===== config.mk =====
export PLATFORM = sky130hd
export DESIGN_NAME = aer_severity_correctable_ctrl
export DESIGN_NICKNAME = d
export VERILOG_FILES = /design/src/rtl/aer_regs_pkg.sv /design/src/rtl/first_error_pointer.sv /design/src/rtl/sticky_flags.sv /design/src/rtl/aer_severity_correctable_ctrl.sv
export SDC_FILE = /design/constraint.sdc
export NUM_CORES = 1
export LEC_CHECK = 0
export ABC_AREA = 0
export BUFFER_PORTS_ARGS = -buffer_cell sky130_fd_sc_hd__buf_2
export CAP_MARGIN = 20
export CORE_MARGIN = 2
export CORE_UTILIZATION = 52
export DETAILED_ROUTE_END_ITERATION = 8
export GPL_ROUTABILITY_DRIVEN = 0
export HOLD_SLACK_MARGIN = 0.03
export PLACE_DENSITY = 0.88
export SLEW_MARGIN = 15
export SYNTH_ARGS = -nofsm -noshare
export SYNTH_HDL_FRONTEND = slang
export SYNTH_HIERARCHICAL = 1
export SYNTH_SLANG_ARGS = --single-unit

===== constraint.sdc =====
create_clock -name ref_clk_in -period 2.45 [get_ports ref_clk_in]
set_input_delay 0.245 -clock ref_clk_in [delete_from_list [all_inputs] [get_ports ref_clk_in]]
set_output_delay 0.245 -clock ref_clk_in [all_outputs]
set_load 0.01 [all_outputs]

===== src/rtl/aer_regs_pkg.sv =====
package aer_regs_pkg;
    // ***********************************
    // register offsets
    // ***********************************
    localparam logic [11:0] SEV_OFFSET = 12'hfc0;
    localparam logic [11:0] FLAGS_OFFSET = 12'hfc4;
    localparam logic [11:0] SUPPRESS_OFFSET = 12'hfc8;
    localparam logic [11:0] CAPS_OFFSET = 12'hfcc;
    // ***********************************
    // severity field layout
    // ***********************************
    localparam logic [31:0] SEV_RW_MASK = 32'h009f9030;
    localparam logic [31:0] SEV_RESET = 32'h00462030;
    localparam logic [31:0] SEV_INTERNAL_BIT = 32'h00400000;
    localparam logic [31:0] SEV_FLOWCTL_BIT = 32'h00002000;
    localparam logic [31:0] SEV_ADVISORY_MASK = 32'h00199000;
    // ***********************************
    // correctable flags and suppress layout
    // ***********************************
    localparam logic [31:0] COR_MASK = 32'h0000b1c1;
    localparam logic [31:0] COR_INTERNAL_BIT = 32'h00004000;
    localparam logic [31:0] COR_PHY_MASK = 32'h000011c1;
    localparam logic [31:0] SUP_RESET = 32'h0000a000;
    localparam logic [31:0] SUP_INTERNAL_RESET = 32'h00004000;
    localparam int ADVISORY_POS = 13;
    // ***********************************
    // uncorrectable events that cannot occur here
    // ***********************************
    localparam logic [31:0] UNC_LINK_ONLY_MASK = 32'h00000030;
    // ***********************************
    // caps and control layout
    // ***********************************
    localparam logic [4:0] FEP_RESET = 5'h1f;
    localparam int GEN_EN_POS = 6;
    localparam int CHK_EN_POS = 8;
    localparam logic [31:0] CAPS_RO_BITS = 32'h000000a0;
endpackage


===== src/rtl/first_error_pointer.sv =====
`timescale 1ns/1ps
module first_error_pointer
    import aer_regs_pkg::*;
(
    input wire logic ref_clk_in,       // core clock
    input wire logic rstn_in,          // fundamental reset, active low
    input wire logic clk_en_in,        // freeze when low
    input wire logic [31:0] unc_in,    // unmasked, detectable events
    input wire logic [31:0] unc_status_in, // existing uncorrectable status
    output logic [4:0] fep_out         // first error position
);
    logic [4:0] fep_reg;
    logic [4:0] fep_next;
    // lowest-position event wins when several land together
    function automatic logic [4:0] low_pos(input logic [31:0] v);
        logic [4:0] p;
        p = FEP_RESET;
        for (int i = 31; i >= 0; i--) begin
            if (v[i]) begin
                p = 5'(i);
            end
        end
        return p;
    endfunction
    // first error capture: only when no status was recorded
    // masked events never reach this block
    always_comb begin
        fep_next = fep_reg;
        if ((unc_in != '0) && (unc_status_in == '0)) begin
            fep_next = low_pos(unc_in);
        end
    end
    // sticky pointer: cleared only by fundamental reset
    always_ff @(posedge ref_clk_in or negedge rstn_in) begin
        if (!rstn_in) begin
            fep_reg <= FEP_RESET;
        end else if (clk_en_in) begin
            fep_reg <= fep_next;
        end
    end
    assign fep_out = fep_reg;
endmodule


===== src/rtl/sticky_flags.sv =====
`timescale 1ns/1ps
module sticky_flags
    import aer_regs_pkg::*;
(
    input wire logic ref_clk_in,        // core clock
    input wire logic rstn_in,           // fundamental reset, active low
    input wire logic clk_en_in,         // freeze when low
    input wire logic [31:0] impl_in,    // implemented bit positions
    input wire logic [31:0] set_in,     // detection pulses
    input wire logic wr_in,             // write strobe
    input wire logic [31:0] wdata_in,   // write data
    input wire logic force_in,          // plain read-write mode
    output logic [31:0] flags_out       // current flags
);
    logic [31:0] flags_reg;
    logic [31:0] flags_next;
    genvar g;
    // per-bit next value; detection wins over any write in the same cycle
    generate
        for (g = 0; g < 32; g++) begin : g_bit
            always_comb begin
                flags_next[g] = flags_reg[g];
                if (!impl_in[g]) begin
                    flags_next[g] = 1'b0;
                end else if (set_in[g]) begin
                    flags_next[g] = 1'b1;
                end else if (wr_in && force_in) begin
                    flags_next[g] = wdata_in[g];
                end else if (wr_in && wdata_in[g]) begin
                    flags_next[g] = 1'b0;
                end
            end
        end
    endgenerate
    always_ff @(posedge ref_clk_in or negedge rstn_in) begin
        if (!rstn_in) begin
            flags_reg <= '0;
        end else if (clk_en_in) begin
            flags_reg <= flags_next;
        end
    end
    assign flags_out = flags_reg;
endmodule


===== src/rtl/aer_severity_correctable_ctrl.sv =====
`timescale 1ns/1ps
module aer_severity_correctable_ctrl
    import aer_regs_pkg::*;
(
    input wire logic ref_clk_in,            // core clock, 10 MHz
    input wire logic rstn_in,               // fundamental reset, active low
    input wire logic clk_en_in,             // freeze all state when low
    input wire logic soft_rstn_in,          // other reset, non-sticky only, active low
    input wire logic port0_nt_in,           // port 0 is non_transparent
    input wire logic legacy_nt_in,          // legacy non_transparent mode
    input wire logic force_err_in,          // software force-error enable
    input wire logic cfg_wr_in,             // register write strobe
    input wire logic cfg_rd_in,             // register read strobe
    input wire logic [11:0] cfg_addr_in,    // register byte offset
    input wire logic [31:0] cfg_wdata_in,   // write data
    input wire logic [3:0] cfg_be_in,       // byte enables
    input wire logic [31:0] cor_detect_in,  // correctable detection pulses
    input wire logic [31:0] unc_detect_in,  // uncorrectable detection pulses
    input wire logic [31:0] unc_mask_in,    // uncorrectable mask bits
    input wire logic [31:0] unc_status_in,  // uncorrectable status bits
    output logic [31:0] cfg_rdata_out,      // read data
    output logic cfg_hit_out,               // address hit this cycle
    output logic [31:0] unc_report_out,     // unmasked events to record
    output logic fatal_out,                 // fatal error reported
    output logic nonfatal_out,              // non-fatal error reported
    output logic cor_report_out,            // correctable error reported
    output logic ecrc_gen_en_out,           // crc generation on
    output logic ecrc_chk_en_out,           // crc checking on
    output logic [4:0] fep_out              // first error pointer
);
    // ***********************************
    // state
    // ***********************************
    logic [31:0] sev_reg;      // severity
    logic [31:0] sev_next;
    logic [31:0] sup_reg;      // suppress
    logic [31:0] sup_next;
    logic gen_en_reg;          // crc generation enable
    logic gen_en_next;
    logic chk_en_reg;          // crc check enable
    logic chk_en_next;
    logic [31:0] rdata_reg;    // registered read data
    logic [31:0] rdata_next;
    logic fatal_r;
    logic nonfatal_r;
    logic cor_r;
    logic [31:0] unc_rep_reg;
    logic [31:0] cor_flags;
    logic [31:0] cor_impl;
    logic [31:0] cor_set;
    logic [31:0] sev_wmask;
    logic [31:0] wr_bytes;
    logic [31:0] unc_live;
    logic [31:0] sev_view;
    logic wr_sev;
    logic wr_flags;
    logic wr_sup;
    logic wr_caps;
    logic adv_hit;

    // byte enables expand to a bit mask
    function automatic logic [31:0] be_mask(input logic [3:0] be);
        return {{8{be[3]}}, {8{be[2]}}, {8{be[1]}}, {8{be[0]}}};
    endfunction

    // ***********************************
    // address decode
    // ***********************************
    always_comb begin
        wr_sev = 1'b0;
        wr_flags = 1'b0;
        wr_sup = 1'b0;
        wr_caps = 1'b0;
        if (cfg_addr_in == SEV_OFFSET) begin
            wr_sev = cfg_wr_in;
        end else if (cfg_addr_in == FLAGS_OFFSET) begin
            wr_flags = cfg_wr_in;
        end else if (cfg_addr_in == SUPPRESS_OFFSET) begin
            wr_sup = cfg_wr_in;
        end else if (cfg_addr_in == CAPS_OFFSET) begin
            wr_caps = cfg_wr_in;
        end
    end
    assign cfg_hit_out = (cfg_addr_in == SEV_OFFSET) || (cfg_addr_in == FLAGS_OFFSET) ||
                         (cfg_addr_in == SUPPRESS_OFFSET) || (cfg_addr_in == CAPS_OFFSET);
    assign wr_bytes = be_mask(cfg_be_in);

    // ***********************************
    // severity
    // ***********************************
    // internal bit writable only with port 0 non_transparent
    assign sev_wmask = port0_nt_in ? (SEV_RW_MASK | SEV_INTERNAL_BIT) : SEV_RW_MASK;
    // reserved positions read fixed values; internal reads 1 if reserved
    assign sev_view = (sev_reg & sev_wmask) | SEV_FLOWCTL_BIT | (port0_nt_in ? 32'h0 : SEV_INTERNAL_BIT);
    always_comb begin
        sev_next = sev_reg;
        if (wr_sev) begin
            sev_next = (sev_reg & ~(sev_wmask & wr_bytes)) | (cfg_wdata_in & sev_wmask & wr_bytes);
        end
    end

    // ***********************************
    // suppress
    // ***********************************
    // bit 14 exists only in legacy mode
    assign cor_impl = legacy_nt_in ? (COR_MASK | COR_INTERNAL_BIT) : COR_MASK;
    always_comb begin
        sup_next = sup_reg;
        if (wr_sup) begin
            sup_next = (sup_reg & ~(cor_impl & wr_bytes)) | (cfg_wdata_in & cor_impl & wr_bytes);
        end
    end

    // ***********************************
    // caps and control
    // ***********************************
    always_comb begin
        gen_en_next = gen_en_reg;
        chk_en_next = chk_en_reg;
        if (wr_caps && cfg_be_in[0]) begin
            gen_en_next = cfg_wdata_in[GEN_EN_POS];
        end
        if (wr_caps && cfg_be_in[1]) begin
            chk_en_next = cfg_wdata_in[CHK_EN_POS];
        end
    end

    // ***********************************
    // error classification
    // ***********************************
    // link-only events are dropped; masked events go nowhere
    assign unc_live = unc_detect_in & ~UNC_LINK_ONLY_MASK & ~unc_mask_in & sev_wmask;
    // advisory errors with severity 0 become correctable
    assign adv_hit = (unc_live & SEV_ADVISORY_MASK & ~sev_reg) != '0;
    // physical-link correctable events never detected here
    always_comb begin
        cor_set = cor_detect_in & ~COR_PHY_MASK & cor_impl;
        cor_set[ADVISORY_POS] = cor_set[ADVISORY_POS] | adv_hit;
    end

    // ***********************************
    // read mux
    // ***********************************
    always_comb begin
        rdata_next = '0;
        if (!cfg_rd_in) begin
            rdata_next = rdata_reg;
        end else if (cfg_addr_in == SEV_OFFSET) begin
            rdata_next = sev_view;
        end else if (cfg_addr_in == FLAGS_OFFSET) begin
            rdata_next = cor_flags & cor_impl;
        end else if (cfg_addr_in == SUPPRESS_OFFSET) begin
            rdata_next = sup_reg & cor_impl;
        end else if (cfg_addr_in == CAPS_OFFSET) begin
            rdata_next = CAPS_RO_BITS | {27'h0, fep_out};
            rdata_next[GEN_EN_POS] = gen_en_reg;
            rdata_next[CHK_EN_POS] = chk_en_reg;
        end
    end

    // ***********************************
    // sticky registers (fundamental reset only)
    // ***********************************
    // sticky reset values
    always_ff @(posedge ref_clk_in or negedge rstn_in) begin
        if (!rstn_in) begin
            sev_reg <= SEV_RESET;
            sup_reg <= SUP_RESET | SUP_INTERNAL_RESET;
            gen_en_reg <= 1'b0;
            chk_en_reg <= 1'b0;
        end else if (clk_en_in) begin
            sev_reg <= sev_next;
            sup_reg <= sup_next;
            gen_en_reg <= gen_en_next;
            chk_en_reg <= chk_en_next;
        end
    end

    // ***********************************
    // non-sticky outputs (cleared by either reset)
    // ***********************************
    // soft reset is synchronous: only read data, the event report and report strobes fall
    always_ff @(posedge ref_clk_in or negedge rstn_in) begin
        if (!rstn_in) begin
            rdata_reg <= '0;
            fatal_r <= 1'b0;
            nonfatal_r <= 1'b0;
            cor_r <= 1'b0;
            unc_rep_reg <= '0;
        end else if (clk_en_in) begin
            if (!soft_rstn_in) begin
                rdata_reg <= '0;
                fatal_r <= 1'b0;
                nonfatal_r <= 1'b0;
                cor_r <= 1'b0;
                unc_rep_reg <= '0;
            end else begin
                rdata_reg <= rdata_next;
                fatal_r <= (unc_live & sev_reg) != '0;
                nonfatal_r <= (unc_live & ~sev_reg & ~SEV_ADVISORY_MASK) != '0;
                cor_r <= (cor_set & ~sup_reg) != '0;
                unc_rep_reg <= unc_live;
            end
        end
    end

    // ***********************************
    // submodules
    // ***********************************
    sticky_flags u_flags (
        .ref_clk_in(ref_clk_in),
        .rstn_in(rstn_in),
        .clk_en_in(clk_en_in),
        .impl_in(cor_impl),
        .set_in(cor_set),
        .wr_in(wr_flags),
        .wdata_in(cfg_wdata_in & wr_bytes),
        .force_in(force_err_in),
        .flags_out(cor_flags)
    );
    first_error_pointer u_fep (
        .ref_clk_in(ref_clk_in),
        .rstn_in(rstn_in),
        .clk_en_in(clk_en_in),
        .unc_in(unc_live),
        .unc_status_in(unc_status_in),
        .fep_out(fep_out)
    );

    assign cfg_rdata_out = rdata_reg;
    assign unc_report_out = unc_rep_reg;
    assign fatal_out = fatal_r;
    assign nonfatal_out = nonfatal_r;
    assign cor_report_out = cor_r;
    assign ecrc_gen_en_out = gen_en_reg;
    assign ecrc_chk_en_out = chk_en_reg;
endmodule


==> results of run 1 <==
where the power goes:
part	internal, uW	switching, uW	total (uW)	leakage, uW
logic	150	225	375	0.00188
clock network	602	444	1050	0.000112
registers	1120	18.1	1140	0.000848
total	1870	687	2560	0.00284
final cells by class:
type	instances	area, um^2
clock buffer	10	138
clock inverter	6	90.1
fill	606	2360
inverter	34	128
multi-input combinational	403	2400
sequential	66	1670
tap	102	128
timing repair buffer	141	741
metal layers:
metal	global-route usage	share of wire	vias up
met5	0	0	-
met4	0.0871	0.020	0
met3	0.0456	0.090	25
met2	0.463	0.50	211
met1	0.325	0.39	1878
li1	-	-	1846
worst max-delay path by stage:
| stage | start | to | slack, ps |
|---|---|---|---|
| 2_1_floorplan | unc_mask_in[15] | u_fep/fep_out[2] | 490 |
| 3_3_place_gp | unc_mask_in[15] | u_fep/fep_out[2] | 240 |
| 3_5_place_dp | unc_mask_in[15] | u_fep/fep_out[3] | 230 |
| 4_1_cts | unc_mask_in[15] | u_fep/fep_out[3] | 590 |
| 5_1_grt | port0_nt_in | u_fep/fep_out[3] | 460 |
| 6_report | port0_nt_in | u_fep/fep_out[2] | 580 |
cells in the final DEF, fill, tap and decap left out, drive strengths merged, types with 3 or more instances in the layout:
cell type,instances
a211oi,3
a21bo,7
a21o,4
a21oi,8
a22o,27
a22oi,4
a31oi,3
and2,10
and3,5
and4,3
buf,140
clkbuf,10
clkinv,3
conb,131
dfrtp,53
dfstp,13
inv,34
mux2,21
nand2,23
nand2b,13
nand3,11
nand4,8
nor2,22
nor2b,4
nor3,5
nor4,16
o21ai,23
o21bai,3
o221ai,4
o22ai,13
o31ai,3
or4,4
worst reg2reg max path: cells and delay by family, from the launching register on:
| kind | cells | cell delay (ps) |
|---|---|---|
| flip-flops | 1 | 420 |
| AND/OR/NAND/NOR | 2 | 250 |
| AO/OA/AOI/OAI | 3 | 580 |
through the flow:
stage / utilization / setup slack, ps / power [uW]
finish: 0.692 / 581 / 2560
detailed placement: 0.661 / 232 / 1520
global placement: 0.661 / 241 / 1510
CTS: 0.692 / 593 / 2550
global route: 0.692 / 462 / 2660
floorplan: - / 486 / 1400
==> run_results.csv, run 1 <==
group,metric,value,unit
global_routing,antenna_found_initial,0,
timing,slew_headroom,0.334,
place,dpl.cell_count,745,
clocking,clkTransAtPathRegs,80,ps
global_routing,grt_overflow,0,
clocking,cts_setup_buffers,0,
setup_path,crit_fanout,5,
power,powerDensity,484,nW/um^2
cells_and_area,num_antenna_cells,0,
flow_run,cap_violations,0,
die,fp.dieH,92.5,um
setup_path,critPathSlowestCell,"or4_4",
setup_path,worstSetupEndpointType,"flop",
global_routing,grt_max_degree,37,
setup_path,cp-start-kind,"input pin",
power,vdd_drop_max,0.320,mV
die,design.core.area,7650,um^2
setup_path,regToRegSetupSlack,1090,ps
global_routing,grt_pass1_vias,3851,
route,detail-route-antenna-nets,0,
clocking,tritoncts,"built",
cells_and_area,final_cells,762,
clocking,clock_path_buffers,2,
place,dpl.hpwl,8690,um
clocking,cts_resized,0,
route,drtIter0Drc,174,
setup_path,path_cells,"buf_2 > nand3b_1 > inv_1 > nor4_1 > nand2_1 > or4_4 > nand2_4 > mux2_4",
setup_path,critPathMaxStageDelay,560,ps
setup_path,reg2reg_depth,5,
setup_path,crit_arrival,2140,ps
route,post_drt_wl_per_cell,14.6,um
clocking,root_buffer,"clkbuf_8",
setup_path,critPathKind,"in2reg",
clocking,cts-htree-levels,3,
clocking,clock-sinks,66,
global_routing,grtUsageTotal,0.262,
cells_and_area,layout-drive-gt1-share,0.317,
die,die_x,92.5,um
synth,synthesis.instances,428,
synth,yosys_warnings,6,
setup_path,timing.rr.end,"u_flags/flags_out[13]",
worst_hold_path,whs_path_depth,3,
timing,worst_slew_pin_slew,999,ps
timing,rsz0062_at_grt,"no",
place,placed_area,5050,um^2
timing,setup_tns,0,ps
setup_path,critical_path_buf_inv_count,2,
setup_path,crit_required,2720,ps
place,io_buffers,133,
clocking,ctsHoldBuffers,1,
power,leakagePower,0.00284,uW
setup_path,crit_family,"simple AND/OR/NAND/NOR gates",
clocking,cts_buffers,9,
clocking,clk_latency,350,ps
timing,timing.fmax,0.535,GHz
timing,post-route-period-util,0.763,
route,wl,11100,um
timing,slew_viol_final,0,
die,rows,32,
route,vias,3960,
route,via_per_inst,5.20,
timing,skew,7.18,ps
route,first_pass_iters,4,
die,fp.dieArea,8550,um^2
global_routing,grt_first_pass_wirelength,17800,um
route,drc_errors,0,
synth,avgSynthCellArea,9.51,um^2
synth,syn-cell-area,4070,um^2
timing,layout_min_cycle_time,1870,ps
cells_and_area,final_cell_area,5290,um^2
cells_and_area,fin_nets,840,
cells_and_area,area_growth_syn_to_layout,30.0,%
worst_hold_path,min_from,"cfg_wdata_in[17]",
timing,setup_violations,0,
status,outcome,"completed",
timing,holdWs,98.5,ps
die,start_util,0.532,
timing,hold_violations,0,
worst_hold_path,min_path_type,"in2reg",
setup_path,cp.depth,8,
die,io_pins,260,
(Power assumes the default switching activity.)
==> run 2: changes to the inputs <==
- CORE_UTILIZATION: 52 -> 44
- PLACE_DENSITY: 0.88 -> 0.79
- clock period: 2.45 -> 1.6 ns (I/O delays scaled with it)
==> run_results.csv, run 2 (synthesis gave the netlist of run 1 again) <==
group,metric,value,unit
timing,post-route-period-util,0.943,
timing,setup_tns,0,ps
route,via_per_inst,4.96,
place,io_buffers,133,
global_routing,grt_overflow,0,
global_routing,grt_first_pass_wirelength,18600,um
setup_path,crit_family,"simple AND/OR/NAND/NOR gates",
timing,rsz0062_at_grt,"no",
cells_and_area,layout_commonest_cell,"buf_2",
cells_and_area,regArea,1670,um^2
die,rows,35,
clocking,clkTransAtPathRegs,80,ps
place,dpl.cell_count,794,
route,first_pass_iters,4,
clocking,cts-htree-levels,3,
global_routing,grt_max_degree,67,
cells_and_area,num_antenna_cells,0,
setup_path,critical_path_buf_inv_count,3,
global_routing,grtUsageTotal,0.236,
status,outcome,"completed",
place,place_ws,-385,ps
route,vias,4053,
clocking,cts_buffers,9,
clocking,clk_latency,360,ps
place,placed_area,5440,um^2
global_routing,grt_pass1_vias,3982,
setup_path,crit_arrival,1790,ps
setup_path,worstSetupEndpointType,"flop",
global_routing,met2_usage,0.418,
global_routing,grt_util_met3,0.0613,
timing,timing.fmax,0.663,GHz
route,drtIter0Drc,155,
die,die_x,100,um
timing,holdWs,42.3,ps
route,detail-route-antenna-nets,0,
setup_path,critPathMaxStageDelay,560,ps
cells_and_area,multi_input_area,2490,um^2
global_routing,busiest_layer,"met2",
cells_and_area,layout-drive-gt1-share,0.371,
setup_path,path_cells,"buf_2 > nand2b_4 > inv_2 > nor4_4 > nand4_1 > or4_4 > nand2_4 > buf_4 > mux2i_1",
worst_hold_path,min_path_type,"in2reg",
die,design.core.area,9110,um^2
timing,hold_violations,0,
place,dpl.hpwl,9150,um
setup_path,cp-start-kind,"input pin",
cells_and_area,final_cells,817,
clocking,root_buffer,"clkbuf_8",
setup_path,crit_required,1880,ps
route,post_drt_wl_per_cell,14.5,um
cells_and_area,area_growth_syn_to_layout,41.9,%
clocking,tritoncts,"built",
die,io_pins,260,
timing,skew,13.8,ps
route,drc_errors,0,
timing,layout_min_cycle_time,1510,ps
die,start_util,0.447,
timing,setup_ws,91.2,ps
die,fp.dieArea,10000,um^2
setup_path,critPathSlowestCell,"or4_4",
setup_path,crit_fanout,5,
global_routing,gr-usage-met1,0.288,
clocking,clock_path_buffers,2,
flow_run,cap_violations,0,
cells_and_area,fill_cells,747,
cells_and_area,layout_common_cells,"buf_2, conb_1, dfrtp_1",
clocking,clock-sinks,66,
cells_and_area,final_cell_area,5770,um^2
timing,setup_violations,0,
die,fp.dieH,100,um
power,vdd_drop_max,0.456,mV
global_routing,antenna_found_initial,0,
power,powerDensity,722,nW/um^2
setup_path,critPathKind,"in2reg",
route,wl,11800,um
timing,slew_viol_final,0,
cells_and_area,fin_nets,886,
power,leakagePower,0.00310,uW
-- run 2: changes by cell type in the layout (fill, tap and decap cells not counted), moves of 3 or more --
cell | before | now
inv_1 | 34 | 29
nand2b_4 | 0 | 3
inv_2 | 0 | 4
nand2b_1 | 13 | 10
dlygate4sd3_1 | 1 | 5
nor4_1 | 12 | 9
o21ai_0 | 22 | 15
nor4_4 | 2 | 5
o21ai_1 | 0 | 8
buf_4 | 6 | 47
-- run 2: area by class of cell --
| cell class | instances | share of cell area |
|---|---|---|
| timing repair buffer | 187 | 0.192 |
| inverter | 34 | 0.0225 |
| clock buffer | 9 | 0.0215 |
| sequential | 66 | 0.289 |
| tap | 111 | 0.0241 |
| clock inverter | 7 | 0.0204 |
| multi-input combinational | 403 | 0.431 |
-- run 2: worst paths after layout --
kind	from	to	slack, ps	depth (start not counted)
worst max-delay path	unc_mask_in[15]	u_fep/fep_out[1]	90	9
worst min-delay path	cfg_wdata_in[20]	flop	40	2
worst max register to register	flop	u_flags/flags_out[13]	260	5
worst min register to register	cfg_rdata_out[13]	cfg_rdata_out[13]	490	2
max in group asynchronous	rstn_in	asynchronous set/reset pin	920	3
min in group asynchronous	rstn_in	u_flags/flags_out[15]	340	3
-- run 2: routing by layer --
metal / wire length [um] / vias up
met5: 0 / -
met4: 129 / 0
met3: 960 / 17
met2: 5980 / 203
met1: 4750 / 1892
li1: - / 1941
-- run 2: per-stage QoR --
step                      power (uW)  utilization
after floorplan                 2160            -
after global placement          2390        0.597
after detailed placement        2410        0.597
after CTS                       4160        0.630
after global routing            4360        0.634
final                           4170        0.634
-- run 2: power breakdown --
group,internal [uW],total (uW),switching [uW]
logic,299,672,373
registers,1720,1740,29.1
clock network,1030,1750,714
-- run 2: timing repair --
action,CTS,global route
endpoints found under the hold margin,56,1
setup buffers,2,0
resized for setup,0,4
pin swaps,3,4
setup endpoints to repair,2,4
hold buffers,4,1
